<file path="config.mk">
export PLATFORM = sky130hd
export DESIGN_NAME = spf_top
export DESIGN_NICKNAME = d
export VERILOG_FILES = /design/src/logic/spf_pkg.sv /design/src/logic/spf_smp_if.sv /design/src/logic/spf_top.sv /design/src/logic/spf_sampler.sv
export SDC_FILE = /design/constraint.sdc
export NUM_CORES = 1
export LEC_CHECK = 0
export ABC_AREA = 1
export BUFFER_PORTS_ARGS = -buffer_cell sky130_fd_sc_hd__buf_4
export CAP_MARGIN = 5
export CELL_PAD_IN_SITES_DETAIL_PLACEMENT = 0
export CELL_PAD_IN_SITES_GLOBAL_PLACEMENT = 2
export CORE_ASPECT_RATIO = 1.4
export CORE_MARGIN = 10
export CORE_UTILIZATION = 34
export DETAILED_ROUTE_END_ITERATION = 10
export PLACE_DENSITY = 0.83
export SYNTH_ARGS = -nofsm -noshare
export SYNTH_HDL_FRONTEND = slang
export SYNTH_SLANG_ARGS = --single-unit
export TNS_END_PERCENT = 5
</file>
<file path="constraint.sdc">
create_clock -name CLK_SYS_I -period 7.8 [get_ports CLK_SYS_I]
set_input_delay 0.78 -clock CLK_SYS_I [delete_from_list [all_inputs] [get_ports CLK_SYS_I]]
set_output_delay 0.78 -clock CLK_SYS_I [all_outputs]
set_load 0.01 [all_outputs]
</file>
<file path="src/logic/spf_pkg.sv">
// constants, types and helpers for the serial framing front end
// assumes one system clock; link pins are sampled, never used as clocks
`default_nettype none
package spf_pkg;
    localparam logic [4:0] OPC_BITS   = 5'h18 - 5'h10;  // 8
    localparam logic [4:0] ADDR_BITS  = 5'h18;          // 24
    localparam int         ADDR_USED  = 19;
    localparam logic [4:0] BYTE_BITS  = 5'h08;
    localparam logic [7:0] MODE_MASK  = 8'hF0;
    localparam logic [7:0] MODE_NIB   = 8'hA0;
    localparam logic [7:0] MODE_FULL  = 8'hA5;
    localparam int         LAT_W      = 4;
    localparam logic [1:0] IFC_SPI    = 2'h0;
    localparam logic [1:0] IFC_DPI    = 2'h1;
    localparam logic [1:0] IFC_QPI    = 2'h2;
    localparam logic [2:0] LN1        = 3'h1;
    localparam logic [2:0] LN2        = 3'h2;
    localparam logic [2:0] LN4        = 3'h4;
    localparam logic [3:0] OE_OFF     = 4'h0;
    localparam logic [5:0] SMP_RST    = 6'h20;          // {cs_n, sck, io[3:0]}

    typedef enum logic [2:0] {
        ST_IDLE, ST_OPC, ST_DECODE, ST_ADDR, ST_MODE, ST_DUMMY, ST_DATA, ST_DONE
    } spf_state_t;

    // lanes used by the opcode for the configured interface
    function automatic logic [2:0] spf_if_lanes(input logic [1:0] cfg);
        unique case (cfg)
            IFC_DPI: return LN2;
            IFC_QPI: return LN4;
            default: return LN1;
        endcase
    endfunction

    // shift new bits in below the older ones, msb first
    function automatic logic [23:0] spf_shift(input logic [23:0] sh, input logic [3:0] io,
                                              input logic [2:0] lanes);
        unique case (lanes)
            LN2:     return {sh[21:0], io[1:0]};
            LN4:     return {sh[19:0], io};
            default: return {sh[22:0], io[0]};
        endcase
    endfunction

    // top bits of an outgoing byte placed on the lanes; single line uses pin 1
    function automatic logic [3:0] spf_out_bits(input logic [7:0] b, input logic [2:0] lanes);
        unique case (lanes)
            LN2:     return {2'b00, b[7:6]};
            LN4:     return b[7:4];
            default: return {2'b00, b[7], 1'b0};
        endcase
    endfunction

    function automatic logic [3:0] spf_oe(input logic [2:0] lanes);
        unique case (lanes)
            LN2:     return 4'h3;
            LN4:     return 4'hF;
            default: return 4'h2;
        endcase
    endfunction

    function automatic logic spf_mode_keeps(input logic [7:0] m, input logic full);
        return full ? (m == MODE_FULL) : ((m & MODE_MASK) == MODE_NIB);
    endfunction

    // phase that follows the address and mode bytes
    function automatic spf_state_t spf_after_mode(input logic rd, input logic wr,
                                                  input logic [3:0] lat);
        if (rd && lat != 4'h0)
            return ST_DUMMY;
        if (rd || wr)
            return ST_DATA;
        return ST_DONE;
    endfunction
endpackage
`default_nettype wire

</file>
<file path="src/logic/spf_smp_if.sv">
// sampled view of the link pins, handed from the sampler to the framer
// assumes both sides run on the system clock
`timescale 1ns/1ps
`default_nettype none
interface spf_smp_if;
    logic       sck;
    logic       sck_rise;
    logic       sck_fall;
    logic       cs_n;
    logic       cs_fall;
    logic [3:0] io;
    modport src (output sck, sck_rise, sck_fall, cs_n, cs_fall, io);
    modport dst (input  sck, sck_rise, sck_fall, cs_n, cs_fall, io);
endinterface
`default_nettype wire

</file>
<file path="src/logic/spf_top.sv">
// serial memory front end: selection, opcode, address, mode, wait and data framing
// assumes a command decoder answers the opcode with a descriptor on the CMD_ ports
// in the same cycle as OPC_VALID_O, and a memory core feeds RD_DATA_I
`timescale 1ns/1ps
`default_nettype none
module spf_top import spf_pkg::*; (
    input  wire logic             CLK_SYS_I,
    input  wire logic             RST_I,
    input  wire logic             SCK_I,
    input  wire logic             CS_N_I,
    input  wire logic [3:0]       IO_I,
    output logic      [3:0]       IO_O,
    output logic      [3:0]       IO_OE_O,
    input  wire logic [1:0]       INTERFACE_CFG_I,
    input  wire logic [LAT_W-1:0] MEM_LAT_CFG_I,
    input  wire logic [LAT_W-1:0] REG_LAT_CFG_I,
    input  wire logic             CMD_ADDR_I,
    input  wire logic             CMD_MODE_I,
    input  wire logic             CMD_MODE_FULL_I,
    input  wire logic             CMD_READ_I,
    input  wire logic             CMD_WRITE_I,
    input  wire logic             CMD_REG_I,
    input  wire logic             CMD_DDR_I,
    input  wire logic [2:0]       CMD_ALANES_I,
    input  wire logic [2:0]       CMD_DLANES_I,
    input  wire logic [7:0]       RD_DATA_I,
    output logic      [7:0]       OPCODE_O,
    output logic                  OPC_VALID_O,
    output logic      [18:0]      ADDR_O,
    output logic                  ADDR_VALID_O,
    output logic      [7:0]       WR_DATA_O,
    output logic                  WR_VALID_O,
    output logic                  RD_REQ_O,
    output logic                  IN_PLACE_EXEC_O,
    output logic                  MODE3_O,
    output logic                  SELECTED_O
);
    spf_smp_if smp ();

    spf_sampler u_smp (
        .clk_i  (CLK_SYS_I),
        .rst_i  (RST_I),
        .sck_i  (SCK_I),
        .cs_n_i (CS_N_I),
        .io_i   (IO_I),
        .smp    (smp.src)
    );

    spf_state_t       state_q;
    logic [4:0]       cnt_q;
    logic [23:0]      sh_q;
    logic             d_addr_q;
    logic             d_mode_q;
    logic             d_full_q;
    logic             d_read_q;
    logic             d_write_q;
    logic             d_ddr_q;
    logic [2:0]       d_alanes_q;
    logic [2:0]       d_dlanes_q;
    logic [LAT_W-1:0] d_lat_q;
    logic             in_place_q;
    logic [7:0]       out_sh_q;
    logic [2:0]       out_cnt_q;
    logic             started_q;
    logic [2:0]       ph_lanes;
    logic [4:0]       ph_bits;
    logic             in_ddr;
    logic             take_in;
    logic [4:0]       cnt_nx;
    logic [23:0]      sh_nx;
    logic             ph_done;
    logic             drive;
    logic             ddr_in_mode3;
    logic [LAT_W-1:0] lat_cmd;

    // lanes and length of the phase being received
    always_comb begin
        ph_lanes = LN1;
        ph_bits  = BYTE_BITS;
        unique case (state_q)
            ST_OPC:  ph_lanes = spf_if_lanes(INTERFACE_CFG_I);
            ST_ADDR: begin
                ph_lanes = d_alanes_q;
                ph_bits  = ADDR_BITS;
            end
            ST_MODE: ph_lanes = d_alanes_q;
            ST_DATA: ph_lanes = d_dlanes_q;
            default: ph_lanes = LN1;
        endcase
    end

    // opcode always rises-only; address, mode and data phases of a double-rate command use both edges, wait cycles only rises
    // the fall that ends the last opcode bit must not count as the first address bit
    assign in_ddr  = d_ddr_q && (state_q inside {ST_ADDR, ST_MODE, ST_DATA})
                     && !(state_q == ST_ADDR && cnt_q == 5'h00);
    assign take_in = !smp.cs_n && (smp.sck_rise || (in_ddr && smp.sck_fall))
                     && ((state_q inside {ST_OPC, ST_ADDR, ST_MODE})
                         || (state_q == ST_DATA && d_write_q));
    assign cnt_nx  = cnt_q + {2'b00, ph_lanes};
    assign sh_nx   = spf_shift(sh_q, smp.io, ph_lanes);
    assign ph_done = take_in && (cnt_nx == ph_bits);
    assign lat_cmd = CMD_REG_I ? REG_LAT_CFG_I : MEM_LAT_CFG_I;
    // a double-rate command seen while the clock idled high is refused
    assign ddr_in_mode3 = CMD_DDR_I && MODE3_O;

    // frame sequencing; a deselect at any point drops the instruction
    always_ff @(posedge CLK_SYS_I) begin
        if (RST_I || smp.cs_n) begin
            state_q <= ST_IDLE;
            cnt_q   <= 5'h00;
            sh_q    <= 24'h00_0000;
        end else if (smp.cs_fall) begin
            cnt_q <= 5'h00;
            if (!in_place_q)
                state_q <= ST_OPC;
            else if (d_ddr_q && smp.sck)
                state_q <= ST_DONE;
            else
                state_q <= ST_ADDR;
        end else begin
            if (take_in) begin
                cnt_q <= ph_done ? 5'h00 : cnt_nx;
                sh_q  <= sh_nx;
            end
            unique case (state_q)
                ST_OPC: begin
                    if (ph_done)
                        state_q <= ST_DECODE;
                end
                ST_DECODE: begin
                    if (ddr_in_mode3)
                        state_q <= ST_DONE;
                    else if (CMD_ADDR_I)
                        state_q <= ST_ADDR;
                    else if (CMD_MODE_I)
                        state_q <= ST_MODE;
                    else
                        state_q <= spf_after_mode(CMD_READ_I, CMD_WRITE_I, lat_cmd);
                end
                ST_ADDR: begin
                    if (ph_done)
                        state_q <= d_mode_q ? ST_MODE
                                            : spf_after_mode(d_read_q, d_write_q, d_lat_q);
                end
                ST_MODE: begin
                    if (ph_done)
                        state_q <= spf_after_mode(d_read_q, d_write_q, d_lat_q);
                end
                ST_DUMMY: begin
                    // a wait cycle is a whole clock period, counted on rising edges
                    if (smp.sck_rise) begin
                        if ({1'b0, d_lat_q} == cnt_q + 5'h01) begin
                            state_q <= ST_DATA;
                            cnt_q   <= 5'h00;
                        end else begin
                            cnt_q <= cnt_q + 5'h01;
                        end
                    end
                end
                default: state_q <= state_q;
            endcase
        end
    end

    // command descriptor, kept across frames so an armed frame can repeat it
    always_ff @(posedge CLK_SYS_I) begin
        if (RST_I) begin
            d_addr_q   <= 1'b0;
            d_mode_q   <= 1'b0;
            d_full_q   <= 1'b0;
            d_read_q   <= 1'b0;
            d_write_q  <= 1'b0;
            d_ddr_q    <= 1'b0;
            d_alanes_q <= LN1;
            d_dlanes_q <= LN1;
            d_lat_q    <= 4'h0;
        end else if (state_q == ST_DECODE && !smp.cs_n) begin
            d_addr_q   <= CMD_ADDR_I;
            d_mode_q   <= CMD_MODE_I;
            d_full_q   <= CMD_MODE_FULL_I;
            d_read_q   <= CMD_READ_I;
            d_write_q  <= CMD_WRITE_I;
            d_ddr_q    <= CMD_DDR_I;
            d_alanes_q <= CMD_ALANES_I;
            d_dlanes_q <= CMD_DLANES_I;
            d_lat_q    <= lat_cmd;
        end
    end

    // in-place execution: dropped at every frame start, re-armed only by a keep byte
    always_ff @(posedge CLK_SYS_I) begin
        if (RST_I) begin
            in_place_q <= 1'b0;
        end else if (state_q == ST_MODE && ph_done) begin
            in_place_q <= d_mode_q && spf_mode_keeps(sh_nx[7:0], d_full_q);
        end else if (smp.cs_fall) begin
            in_place_q <= 1'b0;
        end
    end
    assign IN_PLACE_EXEC_O = in_place_q;

    // clock mode taken from the clock level as the device is selected
    always_ff @(posedge CLK_SYS_I) begin
        if (RST_I)
            MODE3_O <= 1'b0;
        else if (smp.cs_fall)
            MODE3_O <= smp.sck;
    end

    // edges before selection never count; in mode 3 the first edge seen is a fall
    always_ff @(posedge CLK_SYS_I) begin
        if (RST_I)
            SELECTED_O <= 1'b0;
        else
            SELECTED_O <= !smp.cs_n;
    end

    // reports to the command decoder and memory core
    always_ff @(posedge CLK_SYS_I) begin
        if (RST_I) begin
            OPCODE_O     <= 8'h00;
            OPC_VALID_O  <= 1'b0;
            ADDR_O       <= 19'h0_0000;
            ADDR_VALID_O <= 1'b0;
            WR_DATA_O    <= 8'h00;
            WR_VALID_O   <= 1'b0;
        end else begin
            OPC_VALID_O  <= state_q == ST_OPC && ph_done;
            ADDR_VALID_O <= state_q == ST_ADDR && ph_done;
            WR_VALID_O   <= state_q == ST_DATA && ph_done;
            if (state_q == ST_OPC && ph_done)
                OPCODE_O <= sh_nx[7:0];
            if (state_q == ST_ADDR && ph_done)
                ADDR_O <= sh_nx[ADDR_USED-1:0];
            if (state_q == ST_DATA && ph_done)
                WR_DATA_O <= sh_nx[7:0];
        end
    end

    // read drive: first bit on a falling edge, then every edge for double rate
    assign drive = state_q == ST_DATA && d_read_q && !smp.cs_n
                   && (smp.sck_fall || (d_ddr_q && started_q && smp.sck_rise));

    // output lanes released whenever the frame leaves the read data phase
    always_ff @(posedge CLK_SYS_I) begin
        if (RST_I || smp.cs_n || state_q != ST_DATA) begin
            IO_O      <= 4'h0;
            IO_OE_O   <= OE_OFF;
            out_sh_q  <= 8'h00;
            out_cnt_q <= 3'h0;
            started_q <= 1'b0;
            RD_REQ_O  <= 1'b0;
        end else begin
            RD_REQ_O <= 1'b0;
            if (drive) begin
                started_q <= 1'b1;
                IO_OE_O   <= spf_oe(d_dlanes_q);
                out_cnt_q <= out_cnt_q + d_dlanes_q;
                if (out_cnt_q == 3'h0) begin
                    // the core has the next byte ready well before it is needed
                    IO_O     <= spf_out_bits(RD_DATA_I, d_dlanes_q);
                    out_sh_q <= RD_DATA_I << d_dlanes_q;
                    RD_REQ_O <= 1'b1;
                end else begin
                    IO_O     <= spf_out_bits(out_sh_q, d_dlanes_q);
                    out_sh_q <= out_sh_q << d_dlanes_q;
                end
            end
        end
    end

    // checking helpers
    logic opc_seen_q;
    always_ff @(posedge CLK_SYS_I) begin
        if (RST_I || smp.cs_fall)
            opc_seen_q <= 1'b0;
        else if (OPC_VALID_O)
            opc_seen_q <= 1'b1;
    end
endmodule
`default_nettype wire

</file>
<file path="src/logic/spf_sampler.sv">
// two-stage synchroniser and edge finder for the link pins
// assumes the system clock runs several times faster than the serial clock
`timescale 1ns/1ps
`default_nettype none
module spf_sampler import spf_pkg::*; (
    input  wire logic       clk_i,
    input  wire logic       rst_i,
    input  wire logic       sck_i,
    input  wire logic       cs_n_i,
    input  wire logic [3:0] io_i,
    spf_smp_if.src          smp
);
    logic [5:0] m1_q;
    logic [5:0] m2_q;
    logic [5:0] m3_q;

    // pins travel together so data stays aligned with the clock edges seen
    always_ff @(posedge clk_i) begin
        if (rst_i) begin
            m1_q <= SMP_RST;
            m2_q <= SMP_RST;
            m3_q <= SMP_RST;
        end else begin
            m1_q <= {cs_n_i, sck_i, io_i};
            m2_q <= m1_q;
            m3_q <= m2_q;
        end
    end

    // edges come from the second and third stages only
    assign smp.sck      = m2_q[4];
    assign smp.sck_rise = m2_q[4] & ~m3_q[4];
    assign smp.sck_fall = ~m2_q[4] & m3_q[4];
    assign smp.cs_n     = m2_q[5];
    assign smp.cs_fall  = ~m2_q[5] & m3_q[5];
    assign smp.io       = m2_q[3:0];
endmodule
`default_nettype wire

</file>
==> results.txt, run 1 <==
Pwr dens - 197 nW/um^2
H-tree depth - 4
Period utilisation layout - 47.0%
Ys async rst share - 0%
CP dominant cell by count - inv_1
RSZ-0062 raised after global routing - no
#FFs+latches synth - 115
Antenna violations before repair - 0
Crit Path Max Fanout - 26
Number of hold buffers added after CTS - 0
Cell count after placement - 1076
Synthesis-to-layout area growth - 22.5%
GP Congestion - 0.864
Most frequent cells in the layout - inv_1, nand2_1, dfxtp_1, buf_4, o21ai_0
VDD IR max - 0.000119 V
Required time worst endpoint - 8110 ps
Fill cells - 1790
Number of global-route vias before repair - 5331
Die area - 22900 sq um
Worst setup margin - 4140 ps
Final Util - 42.5%
Row Count - 56
Seq/Total Area, Yosys - 39.4%
Total track usage - 15.9%
Worst Hold Class - reg2reg
Grt ovf - 0
Die X-Extent - 131 um
Global-route wire length before repair - 28.4 mm
Cell count after synthesis - 818
Layout cells sized above 1 - 17.9%
HPWL after DPL - 13.2 mm
CP max stage cell - dfxtp_1
Port bufs - 88
Top Family by Delay on Critical Path - simple AND/OR/NAND/NOR gates
WS Path Type - reg2reg
Post-Layout Cell Count - 1108
CP arrival - 3970 ps
Top FF cell, synth - dfxtp_1
Mapped cell area - 5840 sq um
Post-synth EDFFs - 0
Tmin final - 3660 ps
Synth cell types - 45
Layout Nets - 941
Antenna Nets Post-Route - 0
Setup repair bufs after CTS - 0
Ant diodes - 0
Commonest non-fill, non-tap cell in the layout - inv_1
Core Footprint - 16800 sq um
Routed len/inst - 15.8 um
Placement Setup Slack - 3990 ps
Leakage - 0.00332 uW
Syn Area/Cell - 7.14 sq um
Boundary Pins - 89
CTS buffer count - 17
Final Hold Fails - 0
CTS max path bufs - 2
Detail-routed via count per cell - 4.88
Drt total wl - 17.5 mm
Pin count of the biggest net entering global routing - 36
Slew @ Worst Pin - 764 ps
DR vias - 5406
Relative slew margins - 48.9%
CP Launch Type - flop
Later-pin clock latency in the skew report - 430 ps
Peak Freq - 273 MHz
Iter 0 DRT Violations - 285
Final setup fails - 0
Die H - 175 um
CTS root buffer - clkbuf_16
WP buf/inv - 6
Setup crit end kind - flop
Drt drc - 0
Syn nets - 867
TritonCTS clock tree - yes
Setup TNS - 0 ps
Clk slew on worst S/H paths - 60 ps
Clock skew - 15.2 ps
DR pass1 iterations - 5
Resized cells post-CTS - 0
Status - finished clean
CP max stage delay - 590 ps
Synth Warn # - 0
Clk sinks - 115
Cells along the critical path - inv_2 > nor2_1 > nand3_1 > nand3_2 > nor2_8 > inv_1 > ha_1 > inv_1 > fa_1 > inv_1 > nand3_1 > nand3_1 > nand2_1 > nand2_1 > nand2_1 > nor2_1 > nand2_4 > nor2_8 > inv_2 > o21ai_0 > inv_1
Max_cap viols - 0
Initial Util - 34.7%
Max Slew Vio Count - 0
-- cells in the mapped netlist (5+ instances only) --
| master | count | share of area [%] |
|---|---|---|
| nor2_1 | 67 | 4.3 |
| ha_1 | 8 | 1.7 |
| o211ai_1 | 8 | 1.0 |
| nor2_2 | 7 | 0.75 |
| clkbuf_1 | 16 | 1.0 |
| o21ai_0 | 74 | 6.3 |
| nand2_2 | 5 | 0.54 |
| a21oi_1 | 64 | 5.5 |
| buf_6 | 5 | 0.96 |
| nor3_1 | 5 | 0.43 |
| inv_2 | 6 | 0.39 |
| buf_2 | 7 | 0.60 |
| dfxtp_1 | 115 | 39 |
| inv_1 | 142 | 9.1 |
| nand3_1 | 37 | 3.2 |
| or2_2 | 6 | 0.64 |
| o21a_1 | 6 | 0.77 |
| o21bai_1 | 10 | 1.3 |
| o221ai_1 | 12 | 1.8 |
| buf_4 | 5 | 0.64 |
| o21ai_1 | 20 | 1.7 |
| nand2_1 | 138 | 8.9 |
-- worst reg2reg max path: stages, from the launching register on --
cell	delay, ps
dfxtp_1	590
inv_2	130
nor2_1	250
nand3_1	130
nand3_2	130
nor2_8	60
inv_1	70
ha_1	160
inv_1	60
fa_1	400
inv_1	70
nand3_1	80
nand3_1	110
nand2_1	70
nand2_1	60
nand2_1	50
nor2_1	200
nand2_4	140
nor2_8	320
inv_2	200
o21ai_0	200
inv_1	60
-- through the flow --
stage                     instance area (sq um)  power, uW  hold slack [ps]
after floorplan                            5840        627              388
after CTS                                  7150       1430              404
after detailed placement                   6570        651              397
after global placement                     6570        650              391
after global routing                       7150       1460              427
final                                      7150       1410              404
-- path summary, 6_finish.rpt --
check	from	slack, ps	endpoint	cells after the start
max	state_q[0]	4140	ADDR_O[7]	21
min	u_smp.m1_q[0]	400	u_smp.m2_q[0]	2
max reg2reg	state_q[0]	4140	ADDR_O[7]	21
min reg2reg	u_smp.m1_q[0]	400	u_smp.m2_q[0]	2
-- layer usage --
metal | global-route usage, % | vias up | routed length (um)
met1 | 18.6 | 2493 | 7470
met5 | 0 | - | 0
li1 | - | 2782 | -
met2 | 26.3 | 115 | 8810
met3 | 4.54 | 16 | 876
met4 | 6.55 | 0 | 344
-- power breakdown --
part / total (uW) / switching, uW / leakage (uW) / internal (uW)
sequential: 593 / 1.66 / 0.000929 / 591
combinational: 44.8 / 24.8 / 0.00211 / 20.0
clock: 768 / 288 / 0.000278 / 480
total: 1410 / 315 / 0.00332 / 1090
-- cell type report --
type | count | area (sq um) | share of cell area (%)
well taps | 203 | 254 | 3.55
inverters | 150 | 566 | 7.91
clock buffers | 21 | 450 | 6.30
multi-input cells | 518 | 2780 | 38.8
flip-flops and latches | 115 | 2300 | 32.2
clock inverters | 11 | 129 | 1.80
repair buffers | 90 | 676 | 9.45
-- sequential cells by signal (all words and copies together), names as in the netlist, 4 cells and up --
signal,count
IO_O,4
cnt_q,5
OPCODE_O,8
sh_q,18
d_lat_q,4
u_smp.m2_q,6
ADDR_O,19
u_smp.m1_q,6
out_sh_q,8
WR_DATA_O,8
-- logic make-up (layout without fill, tap and decap cells) --
family / Yosys count / after routing / synth area share, %
muxes: 4 / 4 / 0.686
DFF: 115 / 115 / 39.4
adders and majority gates: 10 / 10 / 2.40
and+or+nand+nor: 287 / 287 / 22.8
buffers and inverters: 185 / 272 / 13.0
xor gates and xnor gates: 7 / 7 / 1.18
AOI/OAI and AO/OA: 210 / 210 / 20.4
No activity file was read; power rests on OpenSTA's default activity.
==> run 2, diff against run 1 <==
- ABC_AREA: 1 -> 0
- CORE_UTILIZATION: 34 -> 31
- PLACE_DENSITY: 0.83 -> 0.76
- clock period: 7.8 -> 3.3 ns (I/O delays scaled with it)
==> results.txt, run 2 <==
Status - finished clean
Final Util - 41.6%
H-tree depth - 4
Layout Nets - 800
Drt drc - 0
Peak Freq - 318 MHz
CTS max path bufs - 2
Relative slew margins - 44.4%
Required time worst endpoint - 3590 ps
Row Count - 58
Ranking of synthesized cells by area - dfxtp_1, mux2i_1, nor2_1
Most frequent cells in the layout - buf_4, dfxtp_1, nor2_1, nand2_1, a21oi_1
Commonest non-fill, non-tap cell in the layout - buf_4
Setup crit end kind - flop
Leakage - 0.00277 uW
Fill cells - 1856
Cell count after synthesis - 648
CP Launch Type - flop
Period utilisation layout - 95.3%
VDD IR max - 0.000435 V
Top FF cell, synth - dfxtp_1
Pin count of the biggest net entering global routing - 71
Grt ovf - 0
Clk slew on worst S/H paths - 50 ps
Synth area leader - dfxtp_1
CP arrival - 3430 ps
Mapped cell area - 5580 sq um
Die X-Extent - 133 um
Top-count cell post-synth - dfxtp_1
Largest Register - ADDR_O
Drt total wl - 16.7 mm
DR vias - 5026
Later-pin clock latency in the skew report - 420 ps
Max reg flops - 19
GP Congestion - 0.851
Die area - 23800 sq um
Number of hold buffers added after CTS - 0
CTS root buffer - clkbuf_16
Cell Area, Placed - 6710 sq um
Syn nets - 697
Crit Path Max Fanout - 6
WS Path Type - reg2reg
Min Hold Slack - 97.1 ps
Top cell type's share of synthesized area - 41.3%
Design area - 7420 sq um
Clk sinks - 115
Seq/Total Area, Yosys - 41.3%
Cell count after placement - 972
Layout cells sized above 1 - 26.6%
Synth top cells by count - dfxtp_1, nor2_1, nand2_1, a21oi_1
Post-synth EDFFs - 0
Routed len/inst - 16.7 um
#FFs+latches synth - 115
Largest regs - ADDR_O (19), sh_q (18)
Final Hold Fails - 0
Clock skew - 12.1 ps
Max Slew Vio Count - 0
Core Footprint - 17900 sq um
TritonCTS clock tree - yes
Worst Hold Class - in2reg
Synth cell types - 72
Synthesis-to-layout area growth - 33.0%
Final setup fails - 0
Die H - 179 um
Boundary Pins - 89
Port bufs - 88
Ys async rst share - 0%
DR pass1 iterations - 5
Antenna violations before repair - 0
Global-route wire length before repair - 27.1 mm
Initial Util - 31.2%
Ant diodes - 0
Antenna Nets Post-Route - 0
Total track usage - 14.2%
CTS buffer count - 17
Iter 0 DRT Violations - 281
Tmin final - 3140 ps
Syn Area/Cell - 8.61 sq um
Number of global-route vias before repair - 5140
Post-Layout Cell Count - 1004
Pwr dens - 492 nW/um^2
Slew @ Worst Pin - 830 ps
Max_cap viols - 0
HPWL after DPL - 12.4 mm
Detail-routed via count per cell - 5.01
Synth Warn # - 0
RSZ-0062 raised after global routing - no
run 2: changes by cell type after synthesis, sizes merged, moves of 13 or more:
cell    change
nor3       +16
inv       -133
nand2      -84
clkbuf     +13
mux2i      +33
nor2b      +21
o21ai      -78
a211oi     +33
nand3      -35
run 2: through the flow:
stage | total power [uW] | TNS [ps] | worst slack (ps)
after floorplan | 1490 | 0 | 8.47
after global placement | 1550 | -1870 | -84.6
after detailed placement | 1550 | -6380 | -223
after CTS | 3700 | 0 | 58.7
after global routing | 3790 | 0 | 11.9
final | 3650 | 0 | 157
run 2: path summary, 6_finish.rpt:
path                      start            end  slack (ps)  cells after the start
hold / removal           CS_N_I  u_smp.m1_q[5]         100                      2
setup reg to reg     state_q[1]     state_q[0]         160                     16
hold reg to reg   u_smp.m1_q[5]  u_smp.m2_q[5]         410                      1
setup / recovery     state_q[1]     state_q[0]         160                     16
run 2: critical path, cell delays in order, from the launching register on:
cell and delay [ps]:
dfxtp_2 420, mux2_1 380, o22ai_4 160, inv_2 80
ha_4 160, inv_2 50, fa_2 210, nor2b_1 50
o21ai_2 190, xnor2_2 160, nand3_2 110, buf_4 150
buf_4 130, o31ai_1 210, a211o_1 210, mux2i_1 240
a21oi_1 100
run 2: layer usage:
layer / up-vias / GRT usage [%] / part of all wire (%)
met5: - / 0 / 0
met4: 0 / 5.45 / 1.6
met3: 20 / 3.48 / 4.0
met2: 108 / 26.5 / 54
met1: 2389 / 15.0 / 40
li1: 2509 / - / -
run 2: power breakdown:
group	leakage [uW]	total (uW)	internal (uW)	switching (uW)
Combinational	0.00151	116	59.3	56.6
Sequential	0.000930	1400	1400	6.06
Clock	0.000332	2130	1450	686
Total	0.00277	3650	2900	749
run 2: cell type report:
type,count,area [sq um],share of cell area [%]
Tap cell,240,300,4.05
Clock buffer,18,439,5.92
Inverter,18,68.8,0.928
Timing Repair Buffer,130,1000,13.5
Multi-Input combinational cell,469,3060,41.2
Clock inverter,14,249,3.36
Sequential cell,115,2300,31.1
run 2: logic make-up after synthesis:
| kind of cell | count (synthesis) | synth area share, % |
|---|---|---|
| XOR/XNOR | 14 | 2.33 |
| multiplexers | 43 | 8.46 |
| buffers and inverters | 64 | 4.96 |
| AND/OR/NAND/NOR | 232 | 20.1 |
| AO/OA/AOI/OAI | 170 | 20.4 |
| adder cells (fa/ha/maj) | 10 | 2.51 |
| flip-flops | 115 | 41.3 |
run 2: what timing repair did:
action	CTS	global route
pin swaps	0	2
setup buffers	0	0
endpoints found under the setup margin	16	37
endpoints found under the hold margin	0	0
resized for setup	2	5
==> run 3, diff against run 2 <==
- CORE_UTILIZATION: 31 -> 32
- CTS_BUF_LIST: not set -> sky130_fd_sc_hd__clkbuf_8
- PLACE_DENSITY: 0.76 -> 0.78
==> results.txt, run 3 (synthesis gave the netlist of run 2 again) <==
Crit Path Max Fanout - 5
Final Util - 41.4%
Iter 0 DRT Violations - 308
Final setup fails - 0
HPWL after DPL - 12.3 mm
Synthesis-to-layout area growth - 28.0%
Slew @ Worst Pin - 862 ps
WS Path Type - reg2reg
CP arrival - 3430 ps
Clk sinks - 115
Drt total wl - 16.4 mm
Die H - 176 um
Largest regs - ADDR_O (19), sh_q (18)
Min Hold Slack - 75.6 ps
Largest Register - ADDR_O
CTS buffer count - 17
Design area - 7140 sq um
Fill cells - 1800
Setup crit end kind - flop
Worst Hold Class - in2reg
Global-route wire length before repair - 26.9 mm
Grt ovf - 0
H-tree depth - 4
Number of hold buffers added after CTS - 0
Boundary Pins - 89
Required time worst endpoint - 3650 ps
Antenna Nets Post-Route - 0
Pwr dens - 402 nW/um^2
Period utilisation layout - 93.5%
CTS max path bufs - 2
Setup repair bufs after CTS - 0
Initial Util - 32.3%
TritonCTS clock tree - yes
Placement Setup Slack - -175 ps
Status - finished clean
Number of global-route vias before repair - 5191
DR vias - 5041
Layout cells sized above 1 - 26.2%
Max_cap viols - 0
Max reg flops - 19
Antenna violations before repair - 0
Detail-routed via count per cell - 5.05
Commonest non-fill, non-tap cell in the layout - buf_4
Layout Nets - 798
CP Launch Type - flop
Core Footprint - 17300 sq um
Max Slew Vio Count - 0
Clock skew - 10.8 ps
Die area - 23200 sq um
Later-pin clock latency in the skew report - 440 ps
Leakage - 0.00264 uW
Routed len/inst - 16.4 um
Cell Area, Placed - 6710 sq um
GP Congestion - 0.858
CTS root buffer - clkbuf_8
Peak Freq - 324 MHz
Relative slew margins - 42.2%
Tmin final - 3090 ps
Die X-Extent - 132 um
VDD IR max - 0.000211 V
Port bufs - 88
DR pass1 iterations - 5
Final Hold Fails - 0
RSZ-0062 raised after global routing - no
Total track usage - 14.3%
Most frequent cells in the layout - buf_4, dfxtp_1, nor2_1, nand2_1, a21oi_1
Worst setup margin - 215 ps
Row Count - 57
Ant diodes - 0
Setup TNS - 0 ps
Pin count of the biggest net entering global routing - 71
Clk slew on worst S/H paths - 70 ps
Drt drc - 0
-- run 3: final cells by class --
class | count | area, sq um | area share, %
Tap cell | 236 | 295 | 4.14
Clock inverter | 14 | 164 | 2.30
Clock buffer | 18 | 248 | 3.47
Multi-Input combinational cell | 469 | 3060 | 42.8
Timing Repair Buffer | 128 | 998 | 14.0
Sequential cell | 115 | 2310 | 32.3
Inverter | 18 | 68.8 | 0.964
-- run 3: timing repair --
| action | in CTS | in global routing |
|---|---|---|
| setup endpoints to repair | 1 | 39 |
| resized for setup | 1 | 7 |
| hold endpoints to repair | 0 | 0 |
-- run 3: path summary, 6_finish.rpt --
path	from	end	slack, ps	cells past startpoint
worst min register to register	u_smp.m1_q[5]	u_smp.m2_q[5]	410	1
worst max register to register	state_q[2]	state_q[2]	210	14
worst min-delay path	CS_N_I	u_smp.m1_q[5]	80	2
worst max-delay path	state_q[2]	state_q[2]	210	14
-- run 3: metrics by stage --
step	total power (uW)	std cells
5_1_grt	2990	998
4_1_cts	2910	998
3_3_place_gp	1550	966
6_report	2870	998
2_1_floorplan	1490	648
3_5_place_dp	1550	966
-- run 3: critical path: stages (launching register included) --
cell      delay [ps]
dfxtp_1          370
nand2b_2         270
o22a_1           290
buf_4            160
fa_2             370
nor2b_2          140
o21ai_2          100
xnor2_2          160
nand3_2           90
buf_4            120
nor2_2            40
buf_4            130
a211o_1          350
a21o_1           180
a211oi_1         210
-- run 3: metal layers --
layer	wire length, um	vias to the layer above	global-route usage [%]
li1	-	2509	-
met1	6730	2400	15.2
met2	8760	114	26.4
met3	651	18	3.87
met4	229	0	5.02
met5	0	-	0
-- run 3: power by group --
group / internal [uW] / switching [uW]
Sequential: 1390 / 5.89
Combinational: 59.1 / 55.9
Clock: 759 / 591
Total: 2210 / 653
